## src/inc/ltc_pkg.sv

```systemverilog
/*
  Constants and types shared by the tag read/write controller.
  Assumes a 200 MHz mclk; field timing is counted in field-clock ticks.
*/
package ltc_pkg;
  localparam int CLK_MHZ          = 200;
  localparam int STARTUP_TIME_US  = 1000;
  localparam int STARTUP_CYC      = STARTUP_TIME_US * CLK_MHZ;
  localparam int CFG_MOD_BIT      = 1;
  localparam int CFG_IDLEN_BIT    = 0;
  localparam logic [7:0] CFG_RESET   = 8'h00;
  localparam logic [4:0] LOCK_OPEN   = 5'h00;
  localparam logic [4:0] LOCK_USER   = 5'h01;
  localparam logic [4:0] LOCK_LOCKED = 5'h0D;
  localparam logic [4:0] CFG_ADDR    = 5'h10;
  localparam logic [4:0] LAST_LONG   = 5'h0F;
  localparam logic [4:0] LAST_BIPH   = 5'h07;
  localparam logic [4:0] LAST_FSK    = 5'h0B;
  localparam logic [5:0] BIPH_PERIOD = 6'h20;
  localparam logic [5:0] BIPH_MID    = 6'h10;
  localparam logic [5:0] FSK_PERIOD  = 6'h32;
  localparam logic [2:0] FSK_HALF0   = 3'h5;
  localparam logic [2:0] FSK_HALF1   = 3'h4;
  localparam logic [6:0] D0_MIN      = 7'h12;
  localparam logic [6:0] D0_MAX      = 7'h21;
  localparam logic [6:0] D1_MIN      = 7'h32;
  localparam logic [6:0] D1_MAX      = 7'h41;
  localparam logic [6:0] DL_TIMEOUT  = 7'h40;
  localparam logic [7:0] PROG_STEP   = 8'hA2;
  localparam logic [4:0] BITS_SHORT  = 5'h02;
  localparam logic [4:0] BITS_DA     = 5'h08;
  localparam logic [4:0] BITS_WR     = 5'h10;
  localparam int FIFO_DEPTH = 16;
  typedef enum logic [3:0] {
    ST_INIT, ST_READ, ST_DL, ST_EVAL, ST_ERASE, ST_VER0, ST_PROG, ST_VER1, ST_DEFEAT
  } ltc_state_t;
  typedef enum logic [1:0] {RM_REG, RM_BYTE, RM_UPPER} ltc_rmode_t;
endpackage

```

## src/design/ltc_ctrl.sv

```systemverilog
/*
  Tag read/write controller: downlink decoder, command interpreter,
  programming sequencer and uplink modulator, plus the downlink bit FIFO.
  Assumes the field clock and gap detector arrive as asynchronous pins and
  that the memory array answers reads one mclk after ee_addr changes.
*/
`timescale 1ns/100ps
module ltc_fifo #(
  parameter int W = 1,
  parameter int D = 16
) (
  input  wire logic         mclk,
  input  wire logic         reset_n,
  input  wire logic         flush,
  input  wire logic         in_valid,
  input  wire logic [W-1:0] in_data,
  output logic              in_ready,
  output logic              out_valid,
  output logic [W-1:0]      out_data,
  input  wire logic         out_ready
);
  localparam int AW = $clog2(D);
  logic [W-1:0]  mem [D];
  logic [AW-1:0] wp;
  logic [AW-1:0] rp;
  logic [AW:0]   cnt;
  wire push = in_valid && in_ready;
  wire pop  = out_valid && out_ready;
  assign in_ready  = (cnt != (AW+1)'(D));
  assign out_valid = (cnt != '0);
  assign out_data  = mem[rp];
  always_ff @(posedge mclk or negedge reset_n)
  begin
    if (!reset_n)
    begin
      wp  <= '0;
      rp  <= '0;
      cnt <= '0;
    end
    else if (flush)
    begin
      wp  <= '0;
      rp  <= '0;
      cnt <= '0;
    end
    else
    begin
      if (push)
        wp <= (wp == AW'(D-1)) ? '0 : wp + 1'b1;
      if (pop)
        rp <= (rp == AW'(D-1)) ? '0 : rp + 1'b1;
      cnt <= cnt + (AW+1)'(push) - (AW+1)'(pop);
    end
  end
  always_ff @(posedge mclk)
  begin
    if (push)
      mem[wp] <= in_data;
  end
endmodule

// Summary of operation
// - Config bits 3-7 form the protection field
// - Field 00000: writable, dummy zeros after reset
// - Field 00001: writable, user bytes sent
// - Field 01101: locked, regular read after reset
// - FSK: 50-clock bit, zero RF/10, one RF/8
// - Biphase: boundary toggle, zero mid toggle, 32 clocks
// - Bit 0 picks 128, else 64/96 bits
// - Regular read wraps from last byte to 0
// - Last byte 15, 7 biphase, 11 FSK
// - Each read entry starts with one zero
// - Direct access: 10,0,address; repeat one byte
// - Gap interval 25 means zero, 58 one
// - Over 64 clocks without gap ends downlink
// - Start gap accepted after config load
// - Bad count or interval aborts to read
// - Write: 10,0,8 data,5 address; 16 bits
// - Opcode 00 alone reinitialises and restarts read
// - Opcode 10 alone reads identifier regularly
// - Opcode 11 reads upper bytes if short
// - Erase, verify zero, program, verify ones
// - Locked write falls back to byte read
// - Failed verify silences load until next command
// - Shadow config refreshed in read, reloaded at init
// - Programming takes 64 plus 648 field clocks
module ltc_ctrl #(
  parameter int STARTUP = ltc_pkg::STARTUP_CYC
) (
  input  wire logic  mclk,
  input  wire logic  reset_n,
  input  wire logic  field_clk_pin,
  input  wire logic  field_gap_pin,
  input  wire logic  [7:0] ee_rdata,
  input  wire logic  [7:0] ee_cfg,
  output logic       load_mod,
  output logic [4:0] ee_addr,
  output logic [7:0] ee_wdata,
  output logic       ee_erase,
  output logic       ee_prog,
  output logic [7:0] cfg_shadow,
  output logic       dl_active,
  output logic       mod_defeat
);
  import ltc_pkg::*;
  localparam int IW = $clog2(STARTUP + 1);
  ltc_state_t state;
  ltc_state_t next_state;
  ltc_rmode_t rmode;
  ltc_rmode_t go_mode;
  logic [2:0]  fc_s;
  logic [2:0]  gp_s;
  logic [IW-1:0] init_cnt;
  logic [6:0]  ivl;
  logic [7:0]  step_cnt;
  logic [5:0]  bit_cnt;
  logic [2:0]  bit_idx;
  logic [2:0]  sub_cnt;
  logic [7:0]  sh;
  logic [15:0] cmd;
  logic [4:0]  ncnt;
  logic        lead;
  logic        cur_bit;
  logic        dummy;
  logic        next_dummy;
  logic        dl_err;
  logic        go_read;
  logic [4:0]  go_addr;
  logic        ff_ready;
  logic        ff_valid;
  logic        ff_data;

  // Pin synchronisers; only the second and third stages are looked at
  always_ff @(posedge mclk or negedge reset_n)
  begin
    if (!reset_n)
    begin
      fc_s <= 3'h0;
      gp_s <= 3'h0;
    end
    else
    begin
      fc_s <= {fc_s[1:0], field_clk_pin};
      gp_s <= {gp_s[1:0], field_gap_pin};
    end
  end

  wire       field_tick = fc_s[1] && !fc_s[2];
  wire       gap_rise   = gp_s[1] && !gp_s[2];
  wire [4:0] lock       = cfg_shadow[7:3];
  wire       locked     = (lock == LOCK_LOCKED);
  wire       use_fsk    = cfg_shadow[CFG_MOD_BIT];
  wire       id_long    = cfg_shadow[CFG_IDLEN_BIT];
  wire [4:0] last_byte  = id_long ? LAST_LONG : (use_fsk ? LAST_FSK : LAST_BIPH);
  wire [5:0] per_m1     = (use_fsk ? FSK_PERIOD : BIPH_PERIOD) - 6'h01;
  wire [2:0] half_m1    = (cur_bit ? FSK_HALF1 : FSK_HALF0) - 3'h1;
  wire       in_read    = (state == ST_READ);
  wire       bit_end    = in_read && field_tick && (bit_cnt == per_m1);
  wire       byte_end   = bit_end && (lead || bit_idx == 3'h7);
  wire [7:0] byte_in    = dummy ? 8'h00 : ee_rdata;
  wire       nbit       = (lead || bit_idx == 3'h7) ? byte_in[7] : sh[3'h6 - bit_idx];
  wire       ivl_zero   = (ivl >= D0_MIN) && (ivl <= D0_MAX);
  wire       ivl_one    = (ivl >= D1_MIN) && (ivl <= D1_MAX);
  wire       dl_entry   = gap_rise && (in_read || state == ST_DEFEAT);
  wire       dl_push    = (state == ST_DL) && gap_rise;
  wire       dl_bad     = dl_push && (!(ivl_zero || ivl_one) || !ff_ready);
  wire       dl_timeout = (state == ST_DL) && field_tick && (ivl == DL_TIMEOUT);
  wire       init_done  = (state == ST_INIT) && (init_cnt == IW'(STARTUP - 1));
  wire       step_end   = field_tick && (step_cnt == PROG_STEP - 8'h01);
  wire       ver0_ok    = (ee_rdata == 8'h00);
  wire       ver1_ok    = ((ee_rdata & ee_wdata) == ee_wdata);
  wire       eval_done  = (state == ST_EVAL) && !ff_valid;
  wire       is_reset   = (ncnt == BITS_SHORT) && (cmd[1:0] == 2'b00);
  wire       is_rid     = (ncnt == BITS_SHORT) && (cmd[1:0] == 2'b10);
  wire       is_upper   = (ncnt == BITS_SHORT) && (cmd[1:0] == 2'b11);
  wire       is_da      = (ncnt == BITS_DA) && (cmd[7:5] == 3'b100);
  wire       is_wr      = (ncnt == BITS_WR) && (cmd[15:13] == 3'b100);
  wire [4:0] addr_inc   = ee_addr + 5'h01;
  wire [4:0] addr_next  = (rmode == RM_BYTE) ? ee_addr :
                          (rmode == RM_UPPER) ?
                            ((ee_addr == LAST_LONG) ? last_byte + 5'h01 : addr_inc) :
                            ((ee_addr == last_byte) ? 5'h00 : addr_inc);

  ltc_fifo #(.W(1), .D(FIFO_DEPTH)) u_fifo (
    .mclk      (mclk),
    .reset_n   (reset_n),
    .flush     (dl_entry),
    .in_valid  (dl_push && (ivl_zero || ivl_one)),
    .in_data   (ivl_one),
    .in_ready  (ff_ready),
    .out_valid (ff_valid),
    .out_data  (ff_data),
    .out_ready (state == ST_EVAL)
  );

  // Command decision and programming sequence
  always_comb
  begin
    next_state = state;
    go_read    = 1'b0;
    go_mode    = RM_REG;
    go_addr    = 5'h00;
    next_dummy = dummy;
    unique case (state)
      ST_INIT:
        if (init_done)
        begin
          next_state = ST_READ;
          go_read    = 1'b1;
          next_dummy = (ee_cfg[7:3] == LOCK_OPEN);
        end
      ST_READ, ST_DEFEAT:
        if (dl_entry)
          next_state = ST_DL;
      ST_DL:
        if (dl_timeout)
          next_state = ST_EVAL;
      ST_EVAL:
        if (eval_done)
        begin
          next_state = ST_READ;
          go_read    = 1'b1;
          next_dummy = 1'b0;
          if (dl_err)
            next_dummy = (lock == LOCK_OPEN);
          else if (is_reset)
          begin
            next_state = ST_INIT;
            go_read    = 1'b0;
          end
          else if (is_upper && !id_long)
          begin
            go_mode = RM_UPPER;
            go_addr = last_byte + 5'h01;
          end
          else if (is_rid || is_upper)
            go_mode = RM_REG;
          else if (is_da || (is_wr && locked))
          begin
            go_mode = RM_BYTE;
            go_addr = cmd[4:0];
          end
          else if (is_wr)
          begin
            next_state = ST_ERASE;
            go_read    = 1'b0;
          end
          else
            next_dummy = (lock == LOCK_OPEN);
        end
      ST_ERASE:
        if (step_end)
          next_state = ST_VER0;
      ST_VER0:
        if (step_end)
          next_state = ver0_ok ? ST_PROG : ST_DEFEAT;
      ST_PROG:
        if (step_end)
          next_state = ST_VER1;
      ST_VER1:
        if (step_end)
        begin
          next_state = ver1_ok ? ST_READ : ST_DEFEAT;
          go_read    = ver1_ok;
          go_mode    = RM_BYTE;
          go_addr    = ee_addr;
        end
    endcase
  end

  always_ff @(posedge mclk or negedge reset_n)
  begin
    if (!reset_n)
    begin
      state      <= ST_INIT;
      dummy      <= 1'b0;
      dl_active  <= 1'b0;
      mod_defeat <= 1'b0;
      ee_erase   <= 1'b0;
      ee_prog    <= 1'b0;
    end
    else
    begin
      state      <= next_state;
      dummy      <= next_dummy;
      dl_active  <= (next_state == ST_DL);
      mod_defeat <= (next_state == ST_DEFEAT);
      ee_erase   <= (next_state == ST_ERASE) && (state != ST_ERASE);
      ee_prog    <= (next_state == ST_PROG) && (state != ST_PROG);
    end
  end

  // Timers: startup wait, gap interval, programming step
  always_ff @(posedge mclk or negedge reset_n)
  begin
    if (!reset_n)
    begin
      init_cnt <= '0;
      ivl      <= 7'h00;
      step_cnt <= 8'h00;
    end
    else
    begin
      init_cnt <= (state == ST_INIT) ? init_cnt + 1'b1 : '0;
      if (dl_entry || dl_push)
        ivl <= 7'h00;
      else if (field_tick && ivl != 7'h7F)
        ivl <= ivl + 7'h01;
      if (state != next_state)
        step_cnt <= 8'h00;
      else if (field_tick)
        step_cnt <= step_cnt + 8'h01;
    end
  end

  // Received bit assembly; bits stay in transmitted order
  always_ff @(posedge mclk or negedge reset_n)
  begin
    if (!reset_n)
    begin
      cmd    <= 16'h0000;
      ncnt   <= 5'h00;
      dl_err <= 1'b0;
    end
    else if (dl_entry)
    begin
      cmd    <= 16'h0000;
      ncnt   <= 5'h00;
      dl_err <= 1'b0;
    end
    else
    begin
      if (dl_bad)
        dl_err <= 1'b1;
      if (state == ST_EVAL && ff_valid)
      begin
        cmd  <= {cmd[14:0], ff_data};
        ncnt <= ncnt + 5'h01;
      end
    end
  end

  // Address, write data and shadow configuration
  always_ff @(posedge mclk or negedge reset_n)
  begin
    if (!reset_n)
    begin
      ee_addr    <= 5'h00;
      ee_wdata   <= 8'h00;
      rmode      <= RM_REG;
      cfg_shadow <= CFG_RESET;
    end
    else
    begin
      if (go_read)
      begin
        ee_addr <= go_addr;
        rmode   <= go_mode;
      end
      else if (next_state == ST_ERASE && state == ST_EVAL)
      begin
        ee_addr  <= cmd[4:0];
        ee_wdata <= cmd[12:5];
      end
      else if (byte_end)
        ee_addr <= addr_next;
      if (init_done || (in_read && field_tick))
        cfg_shadow <= ee_cfg;
    end
  end

  // Uplink serialiser and load modulator
  always_ff @(posedge mclk or negedge reset_n)
  begin
    if (!reset_n)
    begin
      lead     <= 1'b1;
      bit_cnt  <= 6'h00;
      bit_idx  <= 3'h0;
      sub_cnt  <= 3'h0;
      sh       <= 8'h00;
      cur_bit  <= 1'b0;
      load_mod <= 1'b0;
    end
    else if (go_read)
    begin
      lead     <= 1'b1;
      cur_bit  <= 1'b0;
      bit_cnt  <= 6'h00;
      bit_idx  <= 3'h0;
      sub_cnt  <= 3'h0;
      load_mod <= !load_mod;
    end
    else if (!in_read)
      load_mod <= 1'b0;
    else if (field_tick)
    begin
      bit_cnt <= bit_end ? 6'h00 : bit_cnt + 6'h01;
      if (bit_end)
      begin
        load_mod <= !load_mod;
        cur_bit  <= nbit;
        sub_cnt  <= 3'h0;
        lead     <= 1'b0;
        bit_idx  <= lead ? 3'h0 : bit_idx + 3'h1;
        if (lead || bit_idx == 3'h7)
          sh <= byte_in;
      end
      else if (!use_fsk)
      begin
        if (bit_cnt == BIPH_MID - 6'h01 && !cur_bit)
          load_mod <= !load_mod;
      end
      else if (sub_cnt == half_m1)
      begin
        sub_cnt  <= 3'h0;
        load_mod <= !load_mod;
      end
      else
        sub_cnt <= sub_cnt + 3'h1;
    end
  end

  // Field ticks since the last boundary, counted apart from the serialiser
  logic [5:0] bit_ticks;
  always_ff @(posedge mclk or negedge reset_n)
  begin
    if (!reset_n)
      bit_ticks <= 6'h00;
    else if (go_read || bit_end)
      bit_ticks <= 6'h00;
    else if (in_read && field_tick && bit_ticks != 6'h3F)
      bit_ticks <= bit_ticks + 6'h01;
  end
endmodule

```

## config.mk

```make
export PLATFORM = sky130hd
export DESIGN_NAME = ltc_ctrl
export DESIGN_NICKNAME = d
export VERILOG_FILES = /design/src/inc/ltc_pkg.sv /design/src/design/ltc_ctrl.sv
export SDC_FILE = /design/constraint.sdc
export NUM_CORES = 1
export LEC_CHECK = 0
export BUFFER_PORTS_ARGS = -buffer_cell sky130_fd_sc_hd__buf_2
export CORE_MARGIN = 10
export CORE_UTILIZATION = 54
export CTS_CLUSTER_DIAMETER = 120
export DETAILED_ROUTE_END_ITERATION = 10
export PLACE_DENSITY = 0.72
export SLEW_MARGIN = 15
export SYNTH_ARGS = -nofsm -noshare
export SYNTH_HDL_FRONTEND = slang
export SYNTH_SLANG_ARGS = --single-unit
```

## constraint.sdc

```tcl
create_clock -name mclk -period 4.8 [get_ports mclk]
set_input_delay 0.96 -clock mclk [delete_from_list [all_inputs] [get_ports mclk]]
set_output_delay 0.96 -clock mclk [all_outputs]
set_load 0.1 [all_outputs]
```

# Word-level counts from Yosys, hierarchy flattened
# Memory sizes are Yosys's and may differ from the RTL's.
# Index checks and enable logic that the tools add are counted.
# word_totals
ff_bits	129
ram_bits	16
memories	1
# memory_table
name	depth	width	rd	rd_clocked_by_memory_dff	wr	line_no	text
u_fifo.mem	16	1	1	0	1	ltc_ctrl.sv:23	logic [W-1:0] mem [D];
# classes
n_eq_ne	46
order_cmp	5
n_reduce_logical	72
n_addsub	16
muxes	117
bitwise	2
# op_table
operator	n
5-bit two-way mux	18
4-bit two-way mux	18
3-bit two-way mux	17
1-bit two-way mux	42
16-bit two-way mux	2
4-bit case mux with 8 select lines	1
1-bit logical AND	30
4-bit by 3-bit == test with 1-bit output, second input constant	6
6-bit two-way mux	4
8-bit two-way mux	3
18-bit by 1-bit adder with 18-bit output, second input constant	1
18-bit == test, second input constant	1
18-bit two-way mux	1
2-bit nonzero test	9
4-bit == test, second input constant	4
5-bit by 4-bit == test with 1-bit output, second input constant	3
3-bit AND reduction	5
7-bit two-way mux	2
4-bit by 2-bit == test with 1-bit output, second input constant	3
5-bit by 1-bit adder with 5-bit output, second input constant	2
5-bit logical NOT	2
5-bit by 3-bit != test with 1-bit output, second input constant	2
5-bit case mux with 2 select lines	1
3-bit == test, second input constant	3
other kinds (52)	78

# Longest topological paths before layout
# depth
word_depth	15
ltp_mapped	15

# By module
# A second synthesis with hierarchy kept.
# hier_totals
cells_unflattened	790
area_unflattened_um2	7836.3
# by_module_without_submodules
mod	seq_area_each_um2	cells_per_inst	n_inst	area_per_inst_um2
ltc_ctrl	2904.0	652	1	6257.3
ltc_fifo	805.8	138	1	1579.0

# Worst setup path before layout
# OpenSTA, ideal clock, no wires.
# synth_timing
path_type	register to register
start	register state[3]
end	register u_fifo.cnt[4]
required_ns	4.636
path_stages_with_launch	15
setup_time_ns	0.164
path_buffers	2
setup_slack_ns	1.784
arrival_time_ns	2.852
path_cell_list	dfrtp_1 -> buf_1 -> nand4bb_1 -> nor2_1 -> clkbuf_1 -> ha_1 -> inv_1 -> ha_1 -> inv_1 -> fa_1 -> inv_1 -> a21oi_1 -> nor2_1 -> or3_1 -> a21oi_1
# synth_between
elab_chain_len	7
word_cells_on_any_way	13
classes_between	2 x add/sub; 4 x eq/ne; 1 x mux; 6 x reduce/logical
# synth_rtl
item	line_no	text
from (decl)	ltc_ctrl.sv:107	ltc_state_t state;
from (signal assigned)	ltc_ctrl.sv:284	state <= next_state;
4-bit by 2-bit == test with 1-bit output	ltc_ctrl.sv:165	wire dl_push = (state == ST_DL) && gap_rise;
1-bit logical AND	ltc_ctrl.sv:165	
1-bit logical AND	ltc_ctrl.sv:188	.in_valid (dl_push && (ivl_zero || ivl_one)),
1-bit logical AND	ltc_ctrl.sv:27	wire push = in_valid && in_ready;
5-bit by 1-bit adder with 5-bit output	ltc_ctrl.sv:52	cnt <= cnt + (AW+1)'(push) - (AW+1)'(pop);
5-bit by 1-bit subtractor with 5-bit output	ltc_ctrl.sv:52	
5-bit two-way mux *	ltc_ctrl.sv:40	else if (flush)
to (signal assigned)	ltc_ctrl.sv:52	
to (decl)	ltc_ctrl.sv:26	logic [AW:0] cnt;
# Mark *: on every way between the ends. The rest lies on a longest branch, timed or not.
# A chain may end at the register's enable or synchronous reset.

# Worst setup path in the final report
# layout_timing
start	register state[1]
end	register u_fifo.cnt[4]
# The elaborated chain is that of the path after synthesis.

==> impl_metrics.ini <==
[logic_synthesis]
synth.yosys.seq_area_share_pct = 49.8
yosysWarnings = 0
syn-num-nets = 763
synth_cells = 714
yosysMostFrequentCell = dfrtp_1
ys.flop_type = dfrtp_1
synth_top_area_share_pct = 43.0
yosys.area.top_type = dfrtp_1
syn_area_per_cell_um2 = 10.4
netlist_top_cells_count = dfrtp_1, nor2_1, nand2_1
ys_seq_elements = 145
synth_cell_types = 68
ys_async_sr_fraction_pct = 89.0
synth-edff-count = 16
synthTopCellsByArea = dfrtp_1, edfxtp_1, ha_1
syn_area_um2 = 7450

[finish]
finalNetCount = 811
drive_gt1_share_pct = 15.4
num-fill-cells = 1069
post-route-util_pct = 62.3
instances_no_fill = 948
diodes = 0
area_growth_syn_to_layout_pct = 12.0

[floorplan]
dieArea_um2 = 18900
chipWidth_um = 137
io_pins = 46
core_area_um2 = 13400
initial_core_util_pct = 55.6
die_y_um = 137
fp-row-count = 42

[drt]
vias = 5577
initialDrtViolationCount = 380
routed_via_density = 5.88
drc = 0
ant_nets = 0
routed_wirelength_mm = 16.5
drt_pass1_iterations = 5
wl_per_cell_um = 17.4

[worst_setup_path]
cp-start-kind = register
crit_top_cell = inv_1
critPathKind = register to register
crit_arrival_ns = 3.62
path_delay_family = simple AND/OR/NAND/NOR gates
crit_required_ns = 5.15
critPathBufInv = 3
end_kind = register
crit_chain = inv_1 -> nor4_1 -> nand2_1 -> nor2b_1 -> ha_1 -> inv_1 -> fa_1 -> inv_1 -> a21oi_1 -> nor2_1 -> o21ai_0 -> a21oi_1
slowest_stage = dfrtp_1
max_stage_delay_ns = 0.63
cp_max_fo = 13

[sta]
period_minus_slack_ns = 3.27
worst_hold_slack_ns = 0.357
finalHoldViolations = 0
max_slew_margin_pct = 42.6
rsz0062_at_grt = false
period_share_pct = 68.1
finalClockSkew_ns = 0.00857
setup_tns_ns = 0
tightest_slew_ns = 0.861
setup_violations = 0
slew_viol_final = 0
max_freq_ghz = 0.306

[clock_network]
clkTransAtPathRegs_ns = 0.06
cts_resized = 0
clock_latency_ns = 0.43
clockRootBuffer = clkbuf_16
ctsHoldBuffers = 0
htree_levels = 4
cts_buffers = 17
cts.sinks = 145
cts_tree = yes
cts_buffer_depth = 2
cts_setup_buffers = 0

[grt]
grt_overflow = 0
grt_first_pass_wirelength_mm = 27.9
grt.total_usage_pct = 18.4
grt_use_met2_pct = 30.0
grt_util_met3_pct = 4.66
met1_usage_pct = 23.2
busiest_layer = met2
grt_max_degree = 67
antenna_found_initial = 0
first_global_vias = 5660

[power]
irDropWorstVdd_uv = 224
power.density_nw_per_um2 = 324
power_uw = 2700
power_leakage_uw = 0.00369

[placement]
dp_hpwl_mm = 11.7
io_buffers = 45
finalWeightedCongestion = 0.920
dp_cells = 919

[run]
maxCapViolations = 0

[min_path]
hp-class = register to register

[run_status]
status = finished clean
-- layout by cell type, fill, tap and decap left out, types with 16 or more instances in the layout --
master	synthesis	routed
a21oi_1	33	33
a22o_1	21	21
and2_1	16	16
buf_2	4	44
clkbuf_16	0	17
dfrtp_1	128	128
edfxtp_1	16	16
ha_1	28	28
inv_1	29	29
nand2_1	58	58
nand3_1	25	25
nand4_1	16	16
nor2_1	79	79
nor3_1	21	21
o21ai_0	24	24
xor2_1	30	30
-- sequential cells by signal, indices dropped and copies added, names as in the netlist, 4 cells and up --
register	count
cfg_shadow	8
u_fifo.wp	4
u_fifo.rp	4
state	4
cmd	16
u_fifo.mem	16
step_cnt	8
ncnt	5
ee_wdata	8
sh	8
ivl	7
init_cnt	18
u_fifo.cnt	5
ee_addr	5
bit_cnt	6
-- final cells by class --
type	count	area (um2)	area share, %
well taps	176	220	2.64
inverters	29	109	1.30
repair buffers	52	293	3.51
clock inverters	7	37.5	0.450
flip-flops and latches	145	3710	44.4
multi-input cells	517	3520	42.2
clock buffers	22	454	5.44
-- power by group --
| group | internal [uW] | switching, uW |
|---|---|---|
| registers | 1290 | 66.3 |
| clock network | 659 | 484 |
| logic | 86.5 | 118 |
-- metal layers --
layer,up-vias,wire length (um)
met5,-,0
met4,0,189
met3,16,875
met2,143,8120
met1,2760,7340
li1,2658,-
-- logic make-up after synthesis --
logic type               Yosys count  synth area share, %
flip-flops                       145                 49.8
AND/OR/NAND/NOR                  297                 21.2
AO/OA/AOI/OAI                    121                 10.9
multiplexers                      26                 4.90
buffers and inverters             52                 3.09
XOR/XNOR                          44                 5.17
adder cells (fa/ha/maj)           29                 4.97
-- path summary, 6_finish.rpt --
kind | startpoint | to | slack, ns | depth (start not counted)
worst max-delay path | state[1] | u_fifo.cnt[4] | 1.53 | 12
worst max register to register | state[1] | u_fifo.cnt[4] | 1.53 | 12
worst min register to register | gp_s[0] | gp_s[1] | 0.36 | 0
max in group asynchronous | reset_n | u_fifo.wp[1] | 3.33 | 2
worst min-delay path | gp_s[0] | gp_s[1] | 0.36 | 0
min in group asynchronous | reset_n | cmd[11] | 0.63 | 1
-- metrics by stage --
| step | setup slack, ns | instance area (um2) |
|---|---|---|
| after global placement | 1.73 | 7860 |
| after detailed placement | 1.56 | 7860 |
| after global routing | 1.22 | 8350 |
| after floorplan | 1.78 | 7450 |
| after CTS | 1.55 | 8350 |
| final | 1.53 | 8350 |
Note: power is estimated with default switching activity, not from simulation.
